### src/common/msoca_pkg.sv
// shared constants for the multiplex section overhead channel adaptation
package msoca_pkg;
    // frame geometry, counted in bytes of one STM-1 frame
    localparam logic [8:0] COL_LAST = 9'h10D;
    localparam logic [3:0] ROW_LAST = 4'h8;
    // data channel bytes D4..D12: rows 6..8, columns 1, 4 and 7
    localparam logic [3:0] D_ROW_FIRST = 4'h5;
    localparam logic [3:0] D_ROW_LAST = 4'h7;
    localparam logic [8:0] D_COL_A = 9'h000;
    localparam logic [8:0] D_COL_B = 9'h003;
    localparam logic [8:0] D_COL_C = 9'h006;
    // orderwire byte E2: row 9, column 7
    localparam logic [3:0] E2_ROW = 4'h8;
    localparam logic [8:0] E2_COL = 9'h006;
    // clock and channel rates
    localparam int CLK_HZ = 200_000_000;
    localparam int OW_BIT_HZ = 64_000;
    localparam int OW_BIT_CYC = CLK_HZ / OW_BIT_HZ;
    // alarm insertion and removal deadline
    localparam int ALARM_TIME_US = 1000;
    localparam int ALARM_CYC = ALARM_TIME_US * (CLK_HZ / 1_000_000);
    // slip store sizing: wander plus the octet being read
    localparam int WANDER_NS = 18_000;
    localparam int OCTET_NS = 8 * (1_000_000_000 / OW_BIT_HZ);
    localparam int MIN_SLIP_OCTETS = 1 + (WANDER_NS + OCTET_NS - 1) / OCTET_NS;
    localparam int SLIP_DEPTH_DEF = 4;
    // values after reset
    localparam logic [7:0] ALL_ONES = 8'hFF;
endpackage

### src/hdl/msoca_top.sv
// overhead channel adaptation: data channel and orderwire insert and extract
//
// Function
// - source puts data channel bytes into D4..D12 of every frame.
// - sink takes D4..D12 out and delivers them as channel data.
// - orderwire source inserts its 64 kbit/s octet stream into E2.
// - orderwire bits are written into the slip store on their own clock.
// - slip store is read at the E2 slot using frame position and slip decision.
// - positive slip skips exactly one octet, once.
// - negative slip sends the previous octet once more.
// - slip store absorbs at least 18 us of wander without errors.
// - orderwire sink extracts the octet carried in E2 each frame.
// - each received octet is latched into a store on the line clock.
// - latched octet is shifted out serially at 64 kHz from a divider.
// - alarm insert gives all-ones at 64 kbit/s within 1 ms.
// - clearing the alarm restores extracted data within 1 ms.
module msoca_top #(
    parameter int SLIP_DEPTH = msoca_pkg::SLIP_DEPTH_DEF,
    parameter int ALARM_CYC = msoca_pkg::ALARM_CYC
) (
    input wire logic clk_i,
    input wire logic reset_n_i,
    input wire logic line_timing_clock_i,
    input wire logic line_timing_frame_start_i,
    input wire logic [7:0] src_data_i,
    output logic [7:0] section_access_data_o,
    output logic section_access_valid_o,
    input wire logic [7:0] dcc_tx_data_i,
    output logic data_channel_clock_o,
    input wire logic ow_tx_bit_i,
    input wire logic ow_tx_clock_i,
    input wire logic ow_tx_frame_i,
    output logic ow_slip_pos_o,
    output logic ow_slip_neg_o,
    input wire logic rx_byte_clock_i,
    input wire logic rx_frame_start_i,
    input wire logic [7:0] rx_section_data_i,
    input wire logic trail_fail_in_i,
    output logic [7:0] dcc_rx_data_o,
    output logic dcc_rx_clock_o,
    output logic dcc_server_fail_out_o,
    output logic ow_rx_bit_o,
    output logic ow_rx_clock_o,
    output logic ow_rx_frame_o,
    output logic ow_server_fail_out_o,
    output logic alarm_insert_action_o
);
    localparam int PW = $clog2(SLIP_DEPTH);
    localparam int FW = $clog2(SLIP_DEPTH + 1);
    localparam logic [FW-1:0] FILL_FULL = FW'(SLIP_DEPTH);
    localparam logic [FW-1:0] FILL_HIGH = FW'(SLIP_DEPTH - 1);

    initial begin
        if (SLIP_DEPTH < 4 || SLIP_DEPTH < msoca_pkg::MIN_SLIP_OCTETS)
            $error("SLIP_DEPTH too small");
        if ((SLIP_DEPTH & (SLIP_DEPTH - 1)) != 0) $error("SLIP_DEPTH not a power of two");
    end

    // frame position of the byte now on the bus, for transmit and receive timing
    logic [8:0] tcol_q, tcol_d, rcol_q, rcol_d, tcur_col, rcur_col;
    logic [3:0] trow_q, trow_d, rrow_q, rrow_d, tcur_row, rcur_row;
    logic t_d_slot, t_e2_slot, r_d_slot, r_e2_slot;

    always_comb begin
        tcur_col = line_timing_frame_start_i ? 9'h000 : tcol_q;
        tcur_row = line_timing_frame_start_i ? 4'h0 : trow_q;
        rcur_col = rx_frame_start_i ? 9'h000 : rcol_q;
        rcur_row = rx_frame_start_i ? 4'h0 : rrow_q;
        t_d_slot = tcur_row >= msoca_pkg::D_ROW_FIRST && tcur_row <= msoca_pkg::D_ROW_LAST &&
            (tcur_col == msoca_pkg::D_COL_A || tcur_col == msoca_pkg::D_COL_B ||
             tcur_col == msoca_pkg::D_COL_C);
        r_d_slot = rcur_row >= msoca_pkg::D_ROW_FIRST && rcur_row <= msoca_pkg::D_ROW_LAST &&
            (rcur_col == msoca_pkg::D_COL_A || rcur_col == msoca_pkg::D_COL_B ||
             rcur_col == msoca_pkg::D_COL_C);
        t_e2_slot = tcur_row == msoca_pkg::E2_ROW && tcur_col == msoca_pkg::E2_COL;
        r_e2_slot = rcur_row == msoca_pkg::E2_ROW && rcur_col == msoca_pkg::E2_COL;
        tcol_d = tcol_q;
        trow_d = trow_q;
        rcol_d = rcol_q;
        rrow_d = rrow_q;
        if (line_timing_clock_i) begin
            tcol_d = (tcur_col == msoca_pkg::COL_LAST) ? 9'h000 : tcur_col + 9'h001;
            if (tcur_col == msoca_pkg::COL_LAST)
                trow_d = (tcur_row == msoca_pkg::ROW_LAST) ? 4'h0 : tcur_row + 4'h1;
            else
                trow_d = tcur_row;
        end
        if (rx_byte_clock_i) begin
            rcol_d = (rcur_col == msoca_pkg::COL_LAST) ? 9'h000 : rcur_col + 9'h001;
            if (rcur_col == msoca_pkg::COL_LAST)
                rrow_d = (rcur_row == msoca_pkg::ROW_LAST) ? 4'h0 : rcur_row + 4'h1;
            else
                rrow_d = rcur_row;
        end
    end

    always_ff @(posedge clk_i or negedge reset_n_i) begin
        if (!reset_n_i) begin
            tcol_q <= 9'h000;
            trow_q <= 4'h0;
            rcol_q <= 9'h000;
            rrow_q <= 4'h0;
        end else begin
            tcol_q <= tcol_d;
            trow_q <= trow_d;
            rcol_q <= rcol_d;
            rrow_q <= rrow_d;
        end
    end

    // orderwire slip store: octets in flops, one write and one read side
    logic [7:0] mem_q [SLIP_DEPTH];
    logic [7:0] mem_d [SLIP_DEPTH];
    logic [7:0] sr_q, sr_d, last_q, last_d, ow_byte;
    logic [2:0] bc_q, bc_d;
    logic [PW-1:0] wp_q, wp_d, rp_q, rp_d;
    logic [FW-1:0] fill_q, fill_d, fill_w;
    logic wr_en, rd_now, slip_pos, slip_neg;

    always_comb begin
        mem_d = mem_q;
        sr_d = sr_q;
        bc_d = bc_q;
        wr_en = 1'b0;
        if (ow_tx_clock_i) begin
            sr_d = {sr_q[6:0], ow_tx_bit_i};
            bc_d = ow_tx_frame_i ? 3'h1 : bc_q + 3'h1;
            // a full store drops the octet; the slip decision keeps that rare
            wr_en = !ow_tx_frame_i && bc_q == 3'h7 && fill_q != FILL_FULL;
        end
        if (wr_en) mem_d[wp_q] = sr_d;
        wp_d = wr_en ? wp_q + PW'(1) : wp_q;
        fill_w = wr_en ? fill_q + FW'(1) : fill_q;
        rd_now = line_timing_clock_i && t_e2_slot;
        slip_neg = rd_now && fill_q == {FW{1'b0}};
        slip_pos = rd_now && fill_q >= FILL_HIGH;
        ow_byte = last_q;
        rp_d = rp_q;
        fill_d = fill_w;
        if (slip_pos) begin
            ow_byte = mem_q[rp_q + PW'(1)];
            rp_d = rp_q + PW'(2);
            fill_d = fill_w - FW'(2);
        end else if (rd_now && !slip_neg) begin
            ow_byte = mem_q[rp_q];
            rp_d = rp_q + PW'(1);
            fill_d = fill_w - FW'(1);
        end
        last_d = rd_now ? ow_byte : last_q;
    end

    always_ff @(posedge clk_i or negedge reset_n_i) begin
        if (!reset_n_i) begin
            for (int i = 0; i < SLIP_DEPTH; i++) mem_q[i] <= msoca_pkg::ALL_ONES;
            sr_q <= msoca_pkg::ALL_ONES;
            last_q <= msoca_pkg::ALL_ONES;
            bc_q <= 3'h0;
            wp_q <= '0;
            rp_q <= '0;
            fill_q <= '0;
        end else begin
            mem_q <= mem_d;
            sr_q <= sr_d;
            last_q <= last_d;
            bc_q <= bc_d;
            wp_q <= wp_d;
            rp_q <= rp_d;
            fill_q <= fill_d;
        end
    end

    // transmit overhead insertion and receive extraction, all outputs registered
    logic [7:0] out_q, out_d, drx_q, drx_d;
    logic val_q, val_d, dck_q, dck_d, pos_q, pos_d, neg_q, neg_d, rck_q, rck_d;
    logic fail_q, fail_d, e2_we;

    always_comb begin
        out_d = out_q;
        if (line_timing_clock_i) begin
            if (t_d_slot) out_d = dcc_tx_data_i;
            else if (t_e2_slot) out_d = ow_byte;
            else out_d = src_data_i;
        end
        val_d = line_timing_clock_i;
        dck_d = line_timing_clock_i && t_d_slot;
        pos_d = slip_pos;
        neg_d = slip_neg;
        drx_d = (rx_byte_clock_i && r_d_slot) ? rx_section_data_i : drx_q;
        rck_d = rx_byte_clock_i && r_d_slot;
        e2_we = rx_byte_clock_i && r_e2_slot;
        fail_d = trail_fail_in_i;
    end

    always_ff @(posedge clk_i or negedge reset_n_i) begin
        if (!reset_n_i) begin
            out_q <= 8'h00;
            drx_q <= 8'h00;
            val_q <= 1'b0;
            dck_q <= 1'b0;
            pos_q <= 1'b0;
            neg_q <= 1'b0;
            rck_q <= 1'b0;
            fail_q <= 1'b0;
        end else begin
            out_q <= out_d;
            drx_q <= drx_d;
            val_q <= val_d;
            dck_q <= dck_d;
            pos_q <= pos_d;
            neg_q <= neg_d;
            rck_q <= rck_d;
            fail_q <= fail_d;
        end
    end

    assign section_access_data_o = out_q;
    assign section_access_valid_o = val_q;
    assign data_channel_clock_o = dck_q;
    assign ow_slip_pos_o = pos_q;
    assign ow_slip_neg_o = neg_q;
    assign dcc_rx_data_o = drx_q;
    assign dcc_rx_clock_o = rck_q;
    assign dcc_server_fail_out_o = fail_q;
    assign ow_server_fail_out_o = fail_q;
    assign alarm_insert_action_o = fail_q;

    // serialiser sees the registered alarm so its response follows the output flag
    msoca_ow_sink #(
        .BIT_CYC(msoca_pkg::OW_BIT_CYC),
        .ALARM_CYC(ALARM_CYC)
    ) u_ow_sink (
        .clk_i(clk_i),
        .reset_n_i(reset_n_i),
        .octet_i(rx_section_data_i),
        .octet_we_i(e2_we),
        .alarm_i(fail_q),
        .bit_o(ow_rx_bit_o),
        .bit_clk_o(ow_rx_clock_o),
        .frame_o(ow_rx_frame_o)
    );

    a_dcc_tx_insert: assert property (@(posedge clk_i) disable iff (!reset_n_i)
        line_timing_clock_i && t_d_slot |=> section_access_data_o == $past(dcc_tx_data_i)
        && data_channel_clock_o)
        else $error("data channel byte not inserted");
    a_dcc_rx_extract: assert property (@(posedge clk_i) disable iff (!reset_n_i)
        rx_byte_clock_i && r_d_slot |=> dcc_rx_clock_o && dcc_rx_data_o == $past(rx_section_data_i))
        else $error("data channel byte not extracted");
    a_ow_normal_read: assert property (@(posedge clk_i) disable iff (!reset_n_i)
        rd_now && !slip_pos && !slip_neg |=> section_access_data_o == $past(mem_q[rp_q])
        && rp_q == $past(rp_q) + PW'(1))
        else $error("E2 octet not read from store");
    a_ow_pos_skip: assert property (@(posedge clk_i) disable iff (!reset_n_i)
        slip_pos |=> rp_q == $past(rp_q) + PW'(2) && ow_slip_pos_o)
        else $error("positive slip did not skip one octet");
    a_ow_neg_repeat: assert property (@(posedge clk_i) disable iff (!reset_n_i)
        slip_neg |=> section_access_data_o == $past(last_q) && rp_q == $past(rp_q))
        else $error("negative slip did not repeat octet");
    a_ow_fill_bound: assert property (@(posedge clk_i) disable iff (!reset_n_i)
        fill_q <= FILL_FULL)
        else $error("slip store overfilled");
    a_ow_octet_write: assert property (@(posedge clk_i) disable iff (!reset_n_i)
        ow_tx_clock_i && !ow_tx_frame_i && bc_q == 3'h7 && fill_q < FILL_HIGH && !rd_now
        |=> fill_q == $past(fill_q) + FW'(1))
        else $error("orderwire octet not written");
    a_e2_rx_take: assert property (@(posedge clk_i) disable iff (!reset_n_i)
        rx_byte_clock_i && !rx_frame_start_i && rrow_q == msoca_pkg::E2_ROW &&
        rcol_q == msoca_pkg::E2_COL |=> u_ow_sink.latch_q == $past(rx_section_data_i))
        else $error("E2 taken at wrong position");
    a_fail_follows: assert property (@(posedge clk_i) disable iff (!reset_n_i)
        trail_fail_in_i [*2] |-> dcc_server_fail_out_o && ow_server_fail_out_o
        && alarm_insert_action_o)
        else $error("server fail not raised on trail fail");
endmodule

### src/hdl/msoca_ow_sink.sv
// orderwire sink: octet latch and 64 kbit/s smoothing serialiser with all-ones insertion
module msoca_ow_sink #(
    parameter int BIT_CYC = msoca_pkg::OW_BIT_CYC,
    parameter int ALARM_CYC = msoca_pkg::ALARM_CYC
) (
    input wire logic clk_i,
    input wire logic reset_n_i,
    input wire logic [7:0] octet_i,
    input wire logic octet_we_i,
    input wire logic alarm_i,
    output logic bit_o,
    output logic bit_clk_o,
    output logic frame_o
);
    localparam logic [11:0] DIV_LAST = 12'(BIT_CYC - 1);

    initial begin
        if (BIT_CYC < 9 || BIT_CYC > 4095) $error("BIT_CYC out of range");
        if (ALARM_CYC < 8 * BIT_CYC) $error("ALARM_CYC shorter than one octet");
    end

    logic [7:0] latch_q, latch_d, shift_q, shift_d;
    logic [11:0] div_q, div_d;
    logic [2:0] cnt_q, cnt_d;
    logic bit_q, bit_d, clk_q, clk_d, frm_q, frm_d;

    // the divider ticks the bit clock; octets are taken from the latch at octet edges
    always_comb begin
        latch_d = octet_we_i ? octet_i : latch_q;
        div_d = (div_q == DIV_LAST) ? 12'h000 : div_q + 12'h001;
        shift_d = shift_q;
        cnt_d = cnt_q;
        bit_d = bit_q;
        clk_d = 1'b0;
        frm_d = 1'b0;
        if (div_q == DIV_LAST) begin
            clk_d = 1'b1;
            cnt_d = cnt_q + 3'h1;
            if (cnt_q == 3'h0) begin
                // a whole octet is loaded here; the alarm is ORed in bit by bit, so data resumes at the next bit clock
                shift_d = {latch_q[6:0], 1'b0};
                bit_d = alarm_i | latch_q[7];
                frm_d = 1'b1;
            end else begin
                shift_d = {shift_q[6:0], 1'b0};
                bit_d = alarm_i | shift_q[7];
            end
        end
    end

    always_ff @(posedge clk_i or negedge reset_n_i) begin
        if (!reset_n_i) begin
            latch_q <= msoca_pkg::ALL_ONES;
            shift_q <= msoca_pkg::ALL_ONES;
            div_q <= 12'h000;
            cnt_q <= 3'h0;
            bit_q <= 1'b1;
            clk_q <= 1'b0;
            frm_q <= 1'b0;
        end else begin
            latch_q <= latch_d;
            shift_q <= shift_d;
            div_q <= div_d;
            cnt_q <= cnt_d;
            bit_q <= bit_d;
            clk_q <= clk_d;
            frm_q <= frm_d;
        end
    end

    assign bit_o = bit_q;
    assign bit_clk_o = clk_q;
    assign frame_o = frm_q;

    // helper: cycles since the last bit clock, for the rate check
    logic [11:0] gap_q;
    always_ff @(posedge clk_i or negedge reset_n_i) begin
        if (!reset_n_i) gap_q <= 12'h000;
        else gap_q <= clk_q ? 12'h001 : gap_q + 12'h001;
    end

    // every pulse, the first after reset too, lands exactly one bit period after the last
    a_bit_rate_exact: assert property (@(posedge clk_i) disable iff (!reset_n_i)
        clk_q |-> gap_q == 12'(BIT_CYC))
        else $error("orderwire bit clock period wrong");
    a_alarm_ones_out: assert property (@(posedge clk_i) disable iff (!reset_n_i)
        $past(alarm_i) && clk_q |-> bit_q)
        else $error("all-ones not sent under alarm");
    a_latch_takes_octet: assert property (@(posedge clk_i) disable iff (!reset_n_i)
        octet_we_i |=> latch_q == $past(octet_i))
        else $error("received octet not latched");
    a_resume_data_msb: assert property (@(posedge clk_i) disable iff (!reset_n_i)
        !alarm_i && div_q == DIV_LAST && cnt_q == 3'h0 |=> bit_q == $past(latch_q[7]))
        else $error("data not resumed after alarm");
endmodule

### config.mk
export PLATFORM = sky130hd
export DESIGN_NAME = msoca_top
export DESIGN_NICKNAME = d
export VERILOG_FILES = /design/src/common/msoca_pkg.sv /design/src/hdl/msoca_top.sv /design/src/hdl/msoca_ow_sink.sv
export SDC_FILE = /design/constraint.sdc
export NUM_CORES = 1
export LEC_CHECK = 0
export BUFFER_PORTS_ARGS = -buffer_cell sky130_fd_sc_hd__buf_2
export CORE_AREA = 2 2 181 183
export DETAILED_ROUTE_END_ITERATION = 8
export DIE_AREA = 0 0 183 185
export PLACE_DENSITY_LB_ADDON = 0.1
export SLEW_MARGIN = 0
export SYNTH_ARGS = -nofsm -noshare
export SYNTH_HDL_FRONTEND = slang
export SYNTH_HIERARCHICAL = 1
export SYNTH_SLANG_ARGS = --single-unit
### constraint.sdc
create_clock -name clk_i -period 4.6 [get_ports clk_i]
set_input_delay 0.23 -clock clk_i [delete_from_list [all_inputs] [get_ports clk_i]]
set_output_delay 0.23 -clock clk_i [all_outputs]
set_load 0.02 [all_outputs]
==> results of run 1 <==
==> power groups by stage <==
stage               clock network, mW  logic [mW]  registers, mW
finish                           1.41       0.444           1.46
global route                     1.53       0.509           1.48
CTS                              1.47       0.459           1.47
detailed placement                  0       0.455           1.49
global placement                    0       0.450           1.48
floorplan                           0       0.285           1.46
==> placed cells by master, fill, tap and decap left out, drive strengths merged, types with 5 or more instances in the layout <==
| master | synthesis | final |
|---|---|---|
| a21oi | 19 | 19 |
| and3 | 12 | 12 |
| xor2 | 7 | 7 |
| nor2 | 30 | 30 |
| mux2 | 33 | 33 |
| nand3 | 16 | 16 |
| ha | 29 | 29 |
| o21ai | 75 | 75 |
| o31ai | 6 | 6 |
| a31oi | 5 | 5 |
| inv | 37 | 50 |
| nand2 | 83 | 83 |
| clkbuf | 19 | 17 |
| o2bb2ai | 14 | 14 |
| nand4 | 6 | 6 |
| mux4 | 16 | 16 |
| dfrtp | 75 | 75 |
| xnor2 | 9 | 9 |
| buf | 14 | 63 |
| nand2b | 12 | 12 |
| nor3 | 11 | 11 |
| nor2b | 7 | 7 |
| dfstp | 65 | 65 |
| a221oi | 9 | 9 |
| o22ai | 14 | 14 |
| mux2i | 10 | 10 |
==> path summary, 6_finish.rpt <==
path / from / to / slack, ns / cells past startpoint
min: ow_tx_frame_i / bc_q[1] / 0.03 / 2
max reg2reg: bc_q[0] / fill_q[1] / 1.83 / 10
max: bc_q[0] / fill_q[1] / 1.83 / 10
min reg2reg: u_ow_sink/cnt_q[2] / u_ow_sink/cnt_q[2] / 0.48 / 1
max in group asynchronous: reset_n_i / mem_q[29] / 3.14 / 3
min in group asynchronous: reset_n_i / dcc_rx_data_o[5] / 0.43 / 2
==> per-stage QoR <==
step	hold slack [ns]	utilization
CTS	0.01765	0.2671
global route	0.02652	0.2671
global placement	0.3400	0.2481
detailed placement	0.3418	0.2481
finish	0.03476	0.2671
floorplan	-0.06559	-
==> synth_stat cells, types with 3 or more instances <==
cell type	instances
mux2_2	29
clkbuf_1	19
mux4_2	16
o21ai_0	73
mux2_4	3
mux2i_1	10
nand2_1	83
o31ai_1	6
o2bb2ai_1	14
buf_4	5
a31oi_1	5
ha_1	29
a32o_1	4
inv_1	37
nor3_1	7
nor2_1	30
a21oi_1	19
xnor2_1	9
nor2b_1	7
nand3_1	16
and3_1	12
nand3b_1	4
nand4_1	6
and2_1	4
buf_2	5
xor2_1	7
dfrtp_1	75
a221oi_1	9
nand2b_1	12
o22ai_1	14
dfstp_2	65
==> cell type report <==
class	count	area [µm²]
Clock buffer	17	425.4
Clock inverter	15	162.7
Fill cell	3371	23480
Inverter	38	142.6
Multi-Input combinational cell	464	3383
Sequential cell	140	3585
Tap cell	408	510.5
Timing Repair Buffer	65	349.1
==> layer usage <==
metal  GRT usage  share of wire
met1      0.1446           0.48
met2      0.1894           0.48
met3     0.02418          0.029
met4     0.03936          0.014
met5           0              0
==> repair_timing <==
item / in CTS / in global routing
hold endpoints to repair: 49 / 0
hold buffers: 2 / 0
endpoints found under the setup margin: 0 / 0
==> logic make-up after synthesis <==
group           after synthesis
xor+xnor                     16
fa+ha+maj                    29
buf+inv                      71
mux                          59
compound gates              156
simple gates                204
flops                       140
==> sequential cells by signal (all words and copies together) (netlist names), 2 cells and up <==
register,count
sr_q,8
trow_q,4
last_q,8
u_ow_sink/shift_q,8
fill_q,3
tcol_q,9
section_access_data_o,8
bc_q,3
dcc_rx_data_o,8
mem_q,32
rrow_q,4
u_ow_sink/cnt_q,3
rcol_q,9
u_ow_sink/div_q,12
wp_q,2
rp_q,2
u_ow_sink/latch_q,8
==> flow_summary.yaml, run 1 <==
status:
  status: "finished clean"
sta:
  setup_total_negative_slack_ns: 0
  setup_ws_ns: 1.831
  fin_crit_ns: 2.769
  hold_viol_final: 0
  slew_headroom: 0.2329
  finalMaxSlewViolations: 0
  grt_setup_unrepaired: "false"
  setup_viol: 0
  clock.fmax_mhz: 361.2
  worst_slew_pin_slew_ns: 1.151
  skew_ns: 0.01216
  fin_crit_sh: 0.6019
floorplan:
  coreArea_mm2: 0.03204
  start_util: 0.2272
  dieWidth_um: 183
  num_rows: 66
  die_area_mm2: 0.03386
  pin_count: 61
  die_height_um: 185
power_and_ir_drop:
  p_leak_nw: 3.624
  swShare: 0.3043
  p_int_mw: 2.312
  finalPower_mw: 3.323
  seqPwrFrac: 0.441
  p_clk_frac: 0.426
  vdd_drop_max_mv: 0.2482
  power_switching_mw: 1.011
  power_frac_comb: 0.134
  power.density_mw_per_mm2: 388.3
detailed_routing:
  drt-total-wl_um: 18130
  first_pass_iters: 5
  drc: 0
  drtIter0Drc: 183
  postRouteAntennaNets: 0
  wire_per_inst_um: 15.81
  viasPerCell: 4.532
  vias: 5198
worst_setup_path:
  crit_path_max_fanout: 11
  required_ns: 4.92
  critPathCaptureType: "register"
  cp_slowest_cell: "a21oi_1"
  critPathMaxStageDelay_ns: 0.71
  crit_type: "register to register"
  critPathTopFamily: "compound AO/OA/AOI/OAI gates"
  cp_cell_sequence: "ha_1 > ha_1 > nand3b_1 > a21oi_1 > mux2_2 > inv_1 > ha_1 > nand2_1 > o22ai_1 > a221oi_1"
  cpMostUsedCell: "ha_1"
  crit_arrival_ns: 3.09
  start_kind: "register"
  cp_num_buf_inv: 1
synthesis:
  synth_cell_types: 59
  ys.flop_type: "dfrtp_1"
  syn_nets: 738
  synth_mux_area_frac: 0.1159
  syn_inst: 675
  synth_area_mm2: 0.007278
  synth-async-reset-ratio: 1.000
  synth_xor_area_frac: 0.01925
  ys_seq_elements: 140
  yosysTopAreaCell: "dfrtp_1"
  yosys.area_share.simple: 0.1484
  yosysSeqAreaShare: 0.4925
  synth_top_area_share: 0.2579
  synth.area.top_cells: "dfrtp_1 26%, dfstp_2 23%, o21ai_0 5.0%"
  avgSynthCellArea_um2: 10.78
  synth-edff-count: 0
  yosysWarnings: 6
  synthAdderAreaFrac: 0.04985
  synth_compound_area_frac: 0.1315
  synth_top_family_by_area: "simple AND/OR/NAND/NOR gates"
placement:
  dp_slack_ns: 1.681
  dp.cells: 1113
  postPlaceCellArea_mm2: 0.007950
  io_buffers: 60
  dp_hpwl_um: 12630
  gp_congestion: 0.7318
clock_tree:
  clock_latency_ns: 0.43
  cts.htree.levels: 4
  clock-root-buffer: "clkbuf_16"
  cts.repair.resized: 0
  clk_pin_slew_ns: 0.07
  clk_path_buf_depth: 2
  clock_sinks: 140
  cts_tree: "built"
  post_cts_buffers: 0
  numCtsBuffers: 17
min_path:
  hp-class: "input pin to register"
finish:
  final_area_mm2: 0.008558
  instances_no_fill: 1147
  final_nets: 789
  antenna_cells: 0
  drive_gt1_frac: 0.2936
  area_growth_pct: 17.59
global_routing:
  grt_overflow: 0
  grt_max_degree: 84
  grt_pass1_vias: 5433
  antenna_found_initial: 0
  grt_use_total: 0.1131
  grt_pass1_wl_um: 29820
run:
  maxCapViolations: 0
No activity file was read; power rests on OpenSTA's default activity.
==> inputs of run 2 (changes only) <==
==> constraint.sdc (replaced) <==
create_clock -name clk_i -period 2.3 [get_ports clk_i]
set_input_delay 0.115 -clock clk_i [delete_from_list [all_inputs] [get_ports clk_i]]
set_output_delay 0.115 -clock clk_i [all_outputs]
set_load 0.02 [all_outputs]
==> run 2 against run 1 <==
  * Fmax up 30%
  * Combinational power increased by 120%
  * Setup slack got worse by 1.7 ns
  * Die area unchanged
  * Core utilization increased by 1.7 points
  * Via count increased by 4.8%
  * Final area up 6.5%
  * Clock skew up 0.0012 ns
  * Critical path depth fell by 1
  * First-iteration DRC count is 13% higher
  * Total power increased by 100%
  * Count of clock-buffer cells in the layout increased by 7
  * Critical endpoint is now section_access_data_o[4]
  * Largest power group unchanged
==> flow_summary.yaml, run 2 (synthesis gave the netlist of run 1 again) <==
sta:
  fin_crit_sh: 0.9260
  setup_viol: 0
  grt_setup_unrepaired: "false"
  finalMaxSlewViolations: 0
  fin_crit_ns: 2.130
  skew_ns: 0.01336
  worst_slew_pin_slew_ns: 0.6065
  slew_headroom: 0.5947
  clock.fmax_mhz: 469.5
  setup_ws_ns: 0.1701
  hold_viol_final: 0
finish:
  regMostFlops: "mem_q"
  antenna_cells: 0
  final_nets: 846
  area_growth_pct: 25.25
  instances_no_fill: 1204
  final_cell_mix: "83 x nand2_1, 75 x dfrtp_1, 72 x o21ai_0"
  reg.largest.list: "mem_q: 32 flops, u_ow_sink/div_q: 12 flops"
  drive_gt1_frac: 0.3128
  largest_reg_flops: 32
  layout_commonest_cell: "nand2_1"
worst_setup_path:
  r2r_end: "section_access_data_o[4]"
  required_ns: 2.59
  start_kind: "register"
  r2r_start: "trow_q[1]"
  crit_path_max_fanout: 5
  regToRegSetupSlack_ns: 0.17
  crit_type: "register to register"
  crit_arrival_ns: 2.42
  rr_worst_depth: 9
  critPathCaptureType: "register"
status:
  status: "finished clean"
detailed_routing:
  vias: 5450
  postRouteAntennaNets: 0
  viasPerCell: 4.527
  drt-total-wl_um: 18570
  wire_per_inst_um: 15.42
  drtIter0Drc: 206
  first_pass_iters: 6
  drc: 0
floorplan:
  die_height_um: 185
  die_area_mm2: 0.03386
  num_rows: 66
  start_util: 0.2272
  coreArea_mm2: 0.03204
  dieWidth_um: 183
  pin_count: 61
clock_tree:
  cts_tree: "built"
  clk_pin_slew_ns: 0.06
  clock_sinks: 140
  clock_latency_ns: 0.42
  cts.htree.levels: 4
  clk_path_buf_depth: 2
  clock-root-buffer: "clkbuf_16"
  numCtsBuffers: 17
power_and_ir_drop:
  p_int_mw: 4.904
  power.density_mw_per_mm2: 735.6
  power_switching_mw: 1.802
  seqPwrFrac: 0.438
  swShare: 0.2688
  power_frac_comb: 0.144
  vdd_drop_max_mv: 0.3970
  p_leak_nw: 3.898
  p_clk_frac: 0.418
global_routing:
  grt_pass1_vias: 5661
  grt_max_degree: 59
  gr-usage-met2: 0.2024
  use_met1: 0.1447
  grt_pass1_wl_um: 30780
  grt_use_total: 0.1157
  grt_overflow: 0
  top_usage_layer: "met2"
  grt.met3_usage: 0.02497
  antenna_found_initial: 0
min_path:
  hp-class: "input pin to register"
  hold-path-cell-count: 3
  worstHoldEndpoint: "section_access_data_o[5]"
  hold_path.startpoint: "src_data_i[5]"
placement:
  dp_slack_ns: -0.04624
  io_buffers: 60
  dp_hpwl_um: 13240
  gp_congestion: 0.7678
  dp.cells: 1145
run:
  maxCapViolations: 0
## run 2: cell count changes in the layout (fill, tap and decap cells not counted), moves of 2 or more
cell,change
inv_8,-4
buf_4,+29
inv_6,-9
dlygate4sd3_1,+25
clkbuf_8,+2
bufinv_16,+2
buf_12,+3
clkbuf_1,+5
clkinv_2,+4
## run 2: repair_timing
action	CTS	global route
endpoints found under the setup margin	1	3
buffers inserted	0	0
pin swaps	0	0
hold buffers	27	0
endpoints found under the hold margin	54	0
gates resized for setup	1	6
## run 2: cell type report
cell class	instances	area, µm²
Clock inverter	8	117.6
Multi-Input combinational cell	464	3412
Sequential cell	140	3585
Clock buffer	24	471.7
Timing Repair Buffer	122	877.1
Inverter	38	142.6
Tap cell	408	510.5
Fill cell	3318	22920
## run 2: worst max path at each step
| stage | to | depth (start not counted) | startpoint | slack [ns] |
|---|---|---|---|---|
| 3_5_place_dp | section_access_data_o[4] | 10 | line_timing_frame_start_i | -0.05 |
| 4_1_cts | fill_q[1] | 10 | bc_q[0] | 0.08 |
| 6_report | section_access_data_o[4] | 9 | trow_q[1] | 0.17 |
| 3_3_place_gp | section_access_data_o[1] | 10 | line_timing_frame_start_i | 0.07 |
| 5_1_grt | last_q[5] | 7 | fill_q[0] | 0.004 |
| 2_1_floorplan | fill_q[1] | 10 | bc_q[0] | 0.29 |
## run 2: power by group through the flow
stage | logic, mW | clock network, mW | registers (mW)
detailed placement | 0.943 | 0 | 2.97
global placement | 0.924 | 0 | 2.96
floorplan | 0.571 | 0 | 2.93
finish | 0.967 | 2.80 | 2.94
global route | 1.11 | 3.01 | 2.96
CTS | 0.982 | 2.91 | 2.94
## run 2: routing by layer
layer / part of all wire / vias up
li1: - / 2633
met3: 0.033 / 11
met2: 0.49 / 89
met4: 0.010 / 0
met5: 0 / -
met1: 0.46 / 2717
## run 2: worst max-delay path, cell delays in order, from the launching register on
cell and delay [ns]:
dfrtp_1 0.36, nand2b_1 0.12, ha_1 0.22, nor2b_1 0.14, nor4b_2 0.28, buf_4 0.17
a211oi_1 0.08, buf_4 0.17, a221oi_1 0.33, o21ai_1 0.12
## run 2: per-stage QoR
stage                     utilization  hold slack, ns  area [µm²]  power, mW  setup TNS (ns)
after floorplan                     -         -0.1806        7278      3.499               0
after global placement         0.2568          0.1277        8228      3.882               0
after detailed placement       0.2568          0.1453        8228      3.917        -0.04624
after CTS                      0.2838        0.001462        9094      6.823               0
after global routing           0.2845         0.02241        9116      7.083               0
final                          0.2845         0.01266        9116      6.706               0
==> inputs of run 3 (changes only) <==
--- a/config.mk
+++ b/config.mk
@@ -6,9 +6,9 @@
 export NUM_CORES = 1
 export LEC_CHECK = 0
 export BUFFER_PORTS_ARGS = -buffer_cell sky130_fd_sc_hd__buf_2
-export CORE_AREA = 2 2 181 183
+export CORE_AREA = 2 2 120 122
 export DETAILED_ROUTE_END_ITERATION = 8
-export DIE_AREA = 0 0 183 185
+export DIE_AREA = 0 0 122 124
 export PLACE_DENSITY_LB_ADDON = 0.1
 export SLEW_MARGIN = 0
 export SYNTH_ARGS = -nofsm -noshare
==> run 3 against run 2 <==
  * Sequential share of layout area is 1.8 points higher
  * Combinational power is 5.2% lower
  * Flip-flop and latch count stayed put
  * Non-clock buffer count is 14 lower
  * Clock skew is 0.0039 ns lower
  * Die area is 55% lower
  * Count of clock-buffer cells in the layout stayed put
  * Final area is 4.3% lower
  * Sequential power hardly changed
  * Hold slack better by 0.0083 ns
  * First-iteration DRC count is 59% higher
  * Via count is 0.62% lower
  * Largest cell class unchanged
  * Highest routed layer unchanged
==> flow_summary.yaml, run 3 (synthesis gave the netlist of run 1 again) <==
sta:
  clock.fmax_mhz: 457.6
  setup_total_negative_slack_ns: 0
  slew_headroom: 0.5614
  setup_viol: 0
  finalMaxSlewViolations: 0
  worst_slew_pin_slew_ns: 0.6578
  skew_ns: 0.009455
  fin_crit_ns: 2.185
  fin_crit_sh: 0.9501
  setup_ws_ns: 0.1147
  hold_viol_final: 0
finish:
  layout_commonest_cell: "nand2_1"
  n_fill_cell: 1123
  drive_gt1_frac: 0.3069
  area_growth_pct: 19.86
  final_nets: 832
  largest_reg_flops: 32
  regMostFlops: "mem_q"
  reg.largest.list: "mem_q: 32 flops, u_ow_sink/div_q: 12 flops"
  antenna_cells: 0
  final_area_mm2: 0.008723
  final_cell_mix: "83 x nand2_1, 75 x dfrtp_1, 73 x o21ai_0"
worst_setup_path:
  crit_arrival_ns: 2.49
  crit_path_max_fanout: 10
  critPathCaptureType: "register"
  required_ns: 2.60
  start_kind: "register"
  crit_type: "register to register"
placement:
  postPlaceCellArea_mm2: 0.007825
  dp_slack_ns: -0.1714
  dp_hpwl_um: 10450
  io_buffers: 60
  gp_congestion: 0.8369
global_routing:
  grt_overflow: 0
  antenna_found_initial: 0
  grt_pass1_vias: 5196
  grt_max_degree: 71
  grt_use_total: 0.2101
  grt_pass1_wl_um: 25160
clock_tree:
  post_cts_buffers: 0
  clock_sinks: 140
  cts.htree.levels: 4
  cts_tree: "built"
  clk_path_buf_depth: 2
  clock-root-buffer: "clkbuf_16"
  clock_latency_ns: 0.42
  clk_pin_slew_ns: 0.06
  numCtsBuffers: 17
detailed_routing:
  drc: 0
  viasPerCell: 5.630
  wire_per_inst_um: 15.73
  postRouteAntennaNets: 0
  drtIter0Drc: 327
  first_pass_iters: 5
  vias: 5416
  drt-total-wl_um: 15130
floorplan:
  die_height_um: 124
  start_util: 0.5305
  die_area_mm2: 0.01513
  num_rows: 43
  pin_count: 61
  dieWidth_um: 122
  coreArea_mm2: 0.01372
power_and_ir_drop:
  p_int_mw: 4.769
  p_clk_frac: 0.408
  swShare: 0.2681
  power.density_mw_per_mm2: 747.0
  p_leak_nw: 3.830
  seqPwrFrac: 0.451
  power_switching_mw: 1.747
  power_frac_comb: 0.141
  vdd_drop_max_mv: 0.5533
status:
  status: "finished clean"
run:
  maxCapViolations: 0
min_path:
  hp-class: "input pin to register"
==> run 3: changes by cell type in the layout (fill, tap and decap cells not counted), moves of 2 or more <==
| cell | previous run | this run |
|---|---|---|
| buf_4 | 32 | 19 |
| clkbuf_1 | 5 | 2 |
| clkbuf_8 | 2 | 5 |
| bufinv_16 | 3 | 1 |
| clkinv_2 | 4 | 2 |
| inv_6 | 0 | 2 |
==> run 3: path summary, 6_finish.rpt <==
kind,depth (start not counted),slack [ns],from,end
hold / removal,3,0.02,ow_tx_bit_i,sr_q[0]
setup reg to reg,10,0.11,bc_q[0],fill_q[1]
max in group asynchronous,3,1.25,reset_n_i,u_ow_sink/bit_o
min in group asynchronous,2,0.28,reset_n_i,bc_q[0]
hold reg to reg,1,0.48,u_ow_sink/cnt_q[2],u_ow_sink/cnt_q[2]
setup / recovery,10,0.11,bc_q[0],fill_q[1]
==> run 3: critical path: stages, from the launching register on <==
cell      delay, ns
dfrtp_1        0.39
ha_1           0.21
ha_1           0.17
nand3b_1       0.15
a21oi_2        0.07
buf_4          0.18
xnor2_2        0.20
ha_1           0.27
nand2_1        0.06
o22ai_1        0.07
a221oi_1       0.31
==> run 3: power groups by stage <==
stage          combinational, mW  sequential (mW)  clock, mW
3_5_place_dp               0.866             2.97          0
5_1_grt                     1.04             2.97       2.84
6_report                   0.917             2.94       2.66
4_1_cts                    0.910             2.93       2.73
3_3_place_gp               0.841             2.95          0
2_1_floorplan              0.571             2.93          0
==> run 3: metrics by stage <==
stage	util	instances	total power [mW]	hold WS (ns)
5_1_grt	0.6358	962	6.852	0.03234
2_1_floorplan	-	675	3.499	-0.1806
3_3_place_gp	0.5704	903	3.792	0.1694
6_report	0.6358	962	6.516	0.02097
4_1_cts	0.6328	962	6.573	0.007988
3_5_place_dp	0.5704	903	3.834	0.1750
==> run 3: repair_timing <==
| action | 4_1_cts | 5_1_grt |
|---|---|---|
| hold buffers | 27 | 0 |
| resized for setup | 1 | 9 |
| hold endpoints to repair | 74 | 0 |
| cloned | 0 | 0 |
| pin swaps | 0 | 1 |
| setup endpoints to repair | 8 | 10 |
==> run 3: layer usage <==
layer / share of wire / wire length [µm] / track usage
met1: 0.46 / 6987 / 0.2742
met2: 0.50 / 7504 / 0.3558
met3: 0.034 / 516 / 0.04579
met4: 0.0083 / 125 / 0.05819
met5: 0 / 0 / 0
==> run 3: layout make-up <==
class / count / area, µm² / area share
flip-flops and latches: 140 / 3585 / 0.4109
multi-input cells: 464 / 3430 / 0.3931
repair buffers: 108 / 759.5 / 0.08706
clock buffers: 24 / 501.7 / 0.05752
well taps: 180 / 225.2 / 0.02582
inverters: 38 / 142.6 / 0.01635
clock inverters: 8 / 80.08 / 0.009180
